===== config.mk =====
export PLATFORM = sky130hd
export DESIGN_NAME = xfer_ctrl
export DESIGN_NICKNAME = d
export VERILOG_FILES = /design/src/rtl/xfer_pkg.sv /design/src/rtl/xfer_ctrl.sv
export SDC_FILE = /design/constraint.sdc
export NUM_CORES = 1
export LEC_CHECK = 0
export BUFFER_PORTS_ARGS = -buffer_cell sky130_fd_sc_hd__buf_2
export CORE_MARGIN = 1.5
export CORE_UTILIZATION = 25
export DETAILED_ROUTE_END_ITERATION = 10
export PLACE_DENSITY = 0.46
export RECOVER_POWER = 50
export SKIP_CTS_REPAIR_TIMING = 1
export SYNTH_ARGS = -nofsm -noshare
export SYNTH_HDL_FRONTEND = slang
export SYNTH_HIERARCHICAL = 1
export SYNTH_SLANG_ARGS = --single-unit

===== constraint.sdc =====
create_clock -name clk_i -period 8.75 [get_ports clk_i]
set_clock_uncertainty 0.05 [all_clocks]
set_input_delay 0.4375 -clock clk_i [delete_from_list [all_inputs] [get_ports clk_i]]
set_output_delay 0.4375 -clock clk_i [all_outputs]
set_load 0.01 [all_outputs]

===== src/rtl/xfer_pkg.sv =====
// shared constants and types for the image block transfer control
package xfer_pkg;
    localparam int DATA_W  = 32;
    localparam int QDEPTH  = 16;
    localparam int QAW     = 4;
    localparam int LVL_W   = 5;
    localparam int BLK_W   = 16;
    localparam int TALLY_W = 16;

    // register byte offsets on the wishbone slave
    localparam logic [7:0] ADDR_METHOD = 8'h00;
    localparam logic [7:0] ADDR_STYLE  = 8'h04;
    localparam logic [7:0] ADDR_BLOCKS = 8'h08;
    localparam logic [7:0] ADDR_CAP    = 8'h0C;
    localparam logic [7:0] ADDR_FILL   = 8'h10;
    localparam logic [7:0] ADDR_TALLY  = 8'h14;
    localparam logic [7:0] ADDR_ORDER  = 8'h18;
    localparam logic [7:0] ADDR_CMD    = 8'h1C;
    localparam logic [7:0] ADDR_STAT   = 8'h20;

    // command register bit positions
    localparam int GO_BIT   = 0;
    localparam int HALT_BIT = 1;

    localparam logic [LVL_W-1:0]   CAP_VALUE     = 5'h10;
    localparam logic [BLK_W-1:0]   BLOCKS_RESET  = 16'h0001;
    localparam logic [TALLY_W-1:0] TALLY_MAX     = 16'hFFFF;

    typedef enum logic [1:0] {
        basic_method,
        automatic_method,
        software_gated_method
    } xfer_method_t;

    typedef enum logic {
        continuous_run,
        fixed_count_run
    } xfer_run_style_t;

    typedef enum logic {
        oldest_first_order
    } queue_order_t;

    // one image block handle as it moves through the queue
    typedef struct packed {
        logic [DATA_W-1:0] payload;
    } blk_t;
endpackage : xfer_pkg


===== src/rtl/xfer_ctrl.sv =====
// transfer queue fifo and block transfer controller with wishbone registers
//
// Chosen here: the placing of the registers and the Wishbone interface to the registers.
`timescale 1ns/1ns

// How it works
// - basic/automatic send as soon as data queued
// - user method: only go starts; halt, end of fixed count or channel close stops
// - continuous: stream nonstop while go is active
// - multi-block: user method sends exactly N, then stops
// - software-writable count of blocks to send
// - block count ignored unless multi-block style
// - read-only queue capacity in blocks
// - read-only live queue fill level
// - read-only count of dropped blocks
// - queue order select holds only oldest-first
// - go command starts streaming, user method only
// - halt command stops streaming, user method only
// - halt never cuts current block short
// - oldest queued block always goes next
// - full queue: overwrite oldest, count drop
// - channel close flushes queue and pending sends

module xfer_fifo #(
    parameter int W     = 32,
    parameter int DEPTH = 16,
    parameter int AW    = 4
) (
    input  wire logic          clk_i,
    input  wire logic          rst_i,
    input  wire logic          flush_i,
    input  wire logic          in_valid_i,
    output logic               in_ready_o,
    input  wire logic [W-1:0]  in_data_i,
    output logic               out_valid_o,
    input  wire logic          out_ready_i,
    output logic [W-1:0]       out_data_o,
    output logic [AW:0]        level_o
);
    logic [W-1:0] mem [DEPTH];
    logic [AW:0]  wr_ptr;
    logic [AW:0]  rd_ptr;
    logic         push;
    logic         pop;
    logic         full;

    // extra pointer bit tells full from empty
    assign level_o     = wr_ptr - rd_ptr;
    assign full        = (level_o == (AW+1)'(DEPTH));
    assign out_valid_o = (level_o != '0);
    // a pop in the same cycle frees a slot, so a full queue still takes
    assign in_ready_o  = !full || out_ready_i;
    assign pop         = out_valid_o && out_ready_i;
    assign push        = in_valid_i && in_ready_o;
    assign out_data_o  = mem[rd_ptr[AW-1:0]]; // oldest entry at head

    // storage
    always_ff @(posedge clk_i) begin
        if (push) begin
            mem[wr_ptr[AW-1:0]] <= in_data_i;
        end
    end

    // pointers; flush drops everything at once
    always_ff @(posedge clk_i) begin
        if (rst_i || flush_i) begin
            wr_ptr <= '0;
            rd_ptr <= '0;
        end else begin
            if (push) begin
                wr_ptr <= wr_ptr + 1'b1;
            end
            if (pop) begin
                rd_ptr <= rd_ptr + 1'b1;
            end
        end
    end
endmodule : xfer_fifo

module xfer_ctrl (
    input  wire logic                  clk_i,
    input  wire logic                  rst_i,
    input  wire logic                  cyc_i,
    input  wire logic                  stb_i,
    input  wire logic                  we_i,
    input  wire logic [7:0]            adr_i,
    input  wire logic [3:0]            sel_i,
    input  wire logic [31:0]           dat_i,
    output logic      [31:0]           dat_o,
    output logic                       ack_o,
    input  wire logic                  channel_open_i,
    input  wire logic                  blk_valid_i,
    input  wire xfer_pkg::blk_t        blk_i,
    output logic                       blk_ready_o,
    output logic                       stream_valid_o,
    output xfer_pkg::blk_t             stream_o,
    input  wire logic                  stream_ready_i
);
    import xfer_pkg::*;

    xfer_method_t          xfer_method_select;
    xfer_run_style_t       xfer_run_style;
    queue_order_t          queue_order_select;
    logic [BLK_W-1:0]      blocks_to_send;
    logic [BLK_W-1:0]      remaining;
    logic [TALLY_W-1:0]    dropped_block_tally;
    logic [LVL_W-1:0]      queue_fill_level;
    logic                  running;
    logic                  busy;
    logic                  wr;
    logic                  stream_go_cmd;
    logic                  stream_halt_cmd;
    logic                  gated;
    logic                  send_en;
    logic                  q_valid;
    logic                  q_ready;
    logic                  q_full;
    logic                  load;
    logic                  drop;
    logic                  sent;
    blk_t                  q_head;

    // merge write data into a register under the byte enables
    function automatic logic [31:0] merge(input logic [31:0] old,
                                          input logic [31:0] nw,
                                          input logic [3:0]  sel);
        logic [31:0] res;
        res = old;
        for (int i = 0; i < 4; i++) begin
            if (sel[i]) begin
                res[i*8 +: 8] = nw[i*8 +: 8];
            end
        end
        return res;
    endfunction : merge

    // a write lands on the edge where the master sees ack
    assign wr              = cyc_i && stb_i && we_i && ack_o;
    assign stream_go_cmd   = wr && (adr_i == ADDR_CMD) && sel_i[0] && dat_i[GO_BIT];
    assign stream_halt_cmd = wr && (adr_i == ADDR_CMD) && sel_i[0] && dat_i[HALT_BIT];
    assign gated           = (xfer_method_select == software_gated_method);

    // automatic methods always drain; software method waits for go
    assign send_en = !gated || running;
    assign q_full  = (queue_fill_level == CAP_VALUE);
    assign sent    = stream_valid_o && stream_ready_i;
    // next block enters the output stage only once the last is done
    assign load    = send_en && q_valid && !busy && channel_open_i;
    // overwrite oldest: pop the head while the new block is pushed
    assign drop    = blk_valid_i && q_full && !load && channel_open_i;
    assign q_ready = load || drop;
    assign blk_ready_o    = q_ready || !q_full;
    assign stream_valid_o = busy;

    xfer_fifo #(
        .W     (DATA_W),
        .DEPTH (QDEPTH),
        .AW    (QAW)
    ) u_queue (
        .clk_i       (clk_i),
        .rst_i       (rst_i),
        .flush_i     (!channel_open_i),
        .in_valid_i  (blk_valid_i && channel_open_i),
        .in_ready_o  (),
        .in_data_i   (blk_i.payload),
        .out_valid_o (q_valid),
        .out_ready_i (q_ready),
        .out_data_o  (q_head.payload),
        .level_o     (queue_fill_level)
    );

    // wishbone ack: one cycle after the strobe, dropped the cycle after
    always_ff @(posedge clk_i) begin
        if (rst_i) begin
            ack_o <= 1'b0;
        end else begin
            ack_o <= cyc_i && stb_i && !ack_o;
        end
    end

    // read data registered with the ack; unmapped offsets read zero
    always_ff @(posedge clk_i) begin
        if (rst_i) begin
            dat_o <= 32'h0;
        end else if (cyc_i && stb_i && !ack_o && !we_i) begin
            unique case (adr_i)
                ADDR_METHOD: dat_o <= 32'(xfer_method_select);
                ADDR_STYLE:  dat_o <= 32'(xfer_run_style);
                ADDR_BLOCKS: dat_o <= 32'(blocks_to_send);
                ADDR_CAP:    dat_o <= 32'(CAP_VALUE);
                ADDR_FILL:   dat_o <= 32'(queue_fill_level);
                ADDR_TALLY:  dat_o <= 32'(dropped_block_tally);
                ADDR_ORDER:  dat_o <= 32'(queue_order_select);
                ADDR_STAT:   dat_o <= {running, busy, 14'h0, remaining};
                default:     dat_o <= 32'h0;
            endcase
        end
    end

    // configuration registers; illegal codes are refused
    always_ff @(posedge clk_i) begin
        if (rst_i) begin
            xfer_method_select <= basic_method;
            xfer_run_style     <= continuous_run;
            blocks_to_send     <= BLOCKS_RESET;
            queue_order_select <= oldest_first_order;
        end else if (wr) begin
            if (adr_i == ADDR_METHOD && sel_i[0] && dat_i[1:0] != 2'h3) begin
                xfer_method_select <= xfer_method_t'(dat_i[1:0]);
            end
            if (adr_i == ADDR_STYLE && sel_i[0]) begin
                xfer_run_style <= xfer_run_style_t'(dat_i[0]);
            end
            if (adr_i == ADDR_BLOCKS) begin
                blocks_to_send <= merge(32'(blocks_to_send), dat_i, sel_i)
                                  [BLK_W-1:0];
            end
            // oldest-first is the only order; other codes leave it as is
            if (adr_i == ADDR_ORDER && sel_i[0] && dat_i[0] == 1'b0) begin
                queue_order_select <= oldest_first_order;
            end
        end
    end

    // run gate: commands count only under the software method
    always_ff @(posedge clk_i) begin
        if (rst_i || !channel_open_i || !gated) begin
            running <= 1'b0;
        end else if (stream_halt_cmd) begin
            running <= 1'b0;
        end else if (stream_go_cmd) begin
            // a zero count in fixed style sends nothing
            running <= (xfer_run_style == continuous_run)
                       || (blocks_to_send != '0);
        end else if (load && xfer_run_style == fixed_count_run
                     && remaining == 16'h0001) begin
            running <= 1'b0;
        end
    end

    // blocks left in a fixed-count run; unused in continuous style
    always_ff @(posedge clk_i) begin
        if (rst_i) begin
            remaining <= '0;
        end else if (stream_go_cmd && gated) begin
            remaining <= blocks_to_send;
        end else if (load && gated && xfer_run_style == fixed_count_run) begin
            remaining <= remaining - 16'h0001;
        end
    end

    // output stage: one block held until the host takes it
    always_ff @(posedge clk_i) begin
        if (rst_i || !channel_open_i) begin
            busy <= 1'b0;
        end else if (load) begin
            busy <= 1'b1;
        end else if (sent) begin
            busy <= 1'b0;
        end
    end

    always_ff @(posedge clk_i) begin
        if (rst_i) begin
            stream_o <= '0;
        end else if (load) begin
            stream_o <= q_head;
        end
    end

    // drop tally saturates so software never sees it wrap to zero
    always_ff @(posedge clk_i) begin
        if (rst_i) begin
            dropped_block_tally <= '0;
        end else if (drop && dropped_block_tally != TALLY_MAX) begin
            dropped_block_tally <= dropped_block_tally + 16'h0001;
        end
    end
endmodule : xfer_ctrl


==> impl_metrics.ini <==
[run_status]
status = complete, no violations

[clocking]
worst_setup_hold_path_clk_slew_ps = 60
cts_tree = yes
clock_latency_ps = 620
numCtsBuffers = 69
clock_sinks = 630
h-tree-depth = 3
clk_path_buf_depth = 3
cts_root_buf = clkbuf_16

[global_routing]
grt_util_all_layers_pct = 12.22
grt.overflow.total = 0
grt_pass1_vias = 13940
grt_start_max_net_pins = 113
antenna_found_initial = 5
grt_first_pass_wirelength_mm = 93.12

[final_layout]
nets = 1681
regArea_sq_mm = 0.01775
nFillCells = 9897
multi_input_area_sq_mm = 0.006987
mostFrequentLayoutCell = edfxtp_1
fin_util_pct = 29.40
stdcell_count = 2936
layout_common_cells = 512 x edfxtp_1, 152 x mux4_2, 130 x nand2_1
drive_gt1_share_pct = 20.89
syn2layout_area_growth_pct = 16.64

[placement]
place_inst = 2810
dp_hpwl_mm = 36.00
gp_congestion = 0.8379
io_buffers = 118

[sta]
period_share_pct = 75.49
slew_headroom_pct = 28.92
rsz0062_at_grt = false
hold_violations = 0
finalSetupViolCount = 0
worst_slew_pin_slew_ps = 1060
final_max_slew_viol_count = 0
setup-tns-final_ps = 0
finalHoldWorstSlack_ps = 19.96
finalCriticalPeriod_ps = 6606
max_clock_freq_mhz = 151.4

[setup_path]
path_cells = inv_1 -> ha_1 -> inv_1 -> fa_1 -> nand3b_1 -> a211o_1 -> a211oi_1 -> inv_1 -> nor2b_1 -> a2111oi_4 -> nand2_1 -> nand2_1 -> inv_1 -> o21a_1 -> and2_1 -> nor3_2 -> buf_4
path_max_fanout = 23
r2r_cells = 17
crit_path_max_incr_delay_ps = 910
required_ps = 8950
crit_path_top_delay_cell = nor3_2
path_class = flip-flop to flip-flop
critical_path.most_common_cell = inv_1
critPathLaunchType = flip-flop
crit_path_end_kind = flip-flop
arrival_ps = 6800

[route]
postRouteAntennaNets = 0
drt_pass1_iterations = 5
drcViolationCount = 0
via_per_inst = 4.624
initialDrtViolationCount = 971
finalWirelength_mm = 62.89
wire_per_inst_microns = 21.42
num_vias = 13576

[die]
io_pins = 151
die_w_microns = 320.5
start_util_pct = 25.21
core_sq_mm = 0.1000
dieArea_sq_mm = 0.1027
die_h_microns = 320.5
num_rows = 116

[logic_synthesis]
mappedNetlistArea_sq_mm = 0.02521
synth_area_per_cell_sq_um = 17.47
yosys_warnings = 6
netlist_instances = 1443

[worst_hold_path]
min_path_type = input pin to flip-flop
worstHoldPathCells = 3

[pwr]
peakVddDrop_mv = 0.1204
powerDensity_mw_per_mm2 = 213.1
leakage_nw = 8.907

[run]
maxCapViolations = 0
-- per-layer routing --
layer / up-vias / wire length [microns] / GRT usage [%]
met3: 88 / 2991 / 2.854
met1: 7138 / 28590 / 16.35
met2: 307 / 30000 / 19.91
li1: 6037 / - / -
met5: - / 38 / 0
met4: 6 / 1275 / 3.117
-- where the power goes --
part	internal (mW)	switching [mW]	leakage (nW)
logic	0.0323	0.0864	2.23
registers	3.25	0.00428	5.57
clock network	1.70	1.20	1.11
-- final timing paths --
path / startpoint / to / slack [ps]
hold / removal: dat_i[15] / blocks_to_send[15] / 20
setup / recovery: u_queue/wr_ptr[0] / u_queue/mem[8][21] / 2140
setup reg to reg: u_queue/wr_ptr[0] / u_queue/mem[8][21] / 2140
hold reg to reg: stream_o[30] / stream_o[30] / 400
-- area by class of cell --
cell class | instances | share of cell area (%)
Clock buffer | 90 | 6.460
Sequential cell | 630 | 60.36
Timing Repair Buffer | 145 | 2.392
Multi-Input combinational cell | 721 | 23.76
Inverter | 17 | 0.2170
Antenna cell | 1 | 0.008511
Clock inverter | 34 | 1.277
Tap cell | 1298 | 5.524
-- per-stage QoR --
step | setup slack, ps | total power, mW | cell area [sq um]
2_1_floorplan | 1744 | 3.371 | 25260
3_3_place_gp | 2401 | 3.435 | 27230
3_5_place_dp | 2184 | 3.440 | 27230
4_1_cts | 2190 | 6.364 | 29500
5_1_grt | 1790 | 6.482 | 29400
6_report | 2144 | 6.266 | 29400
-- critical path: cells and delay by family, from the launching register on --
family	cells	cell delay, ps
simple gates	6	2230
buf+inv	5	1030
flops	1	410
compound gates	4	1770
fa+ha+maj	2	710
-- sequential cells by signal, summed over array words and instances, names as in the netlist, named ones only --
register / cells
u_queue/mem: 512
u_queue/rd_ptr: 5
u_queue/wr_ptr: 5
remaining: 16
running: 1
dat_o: 18
xfer_run_style: 1
stream_o: 32
stream_valid_o: 1
blocks_to_send: 16
ack_o: 1
dropped_block_tally: 16
xfer_method_select: 2
(Power assumes the default switching activity.)
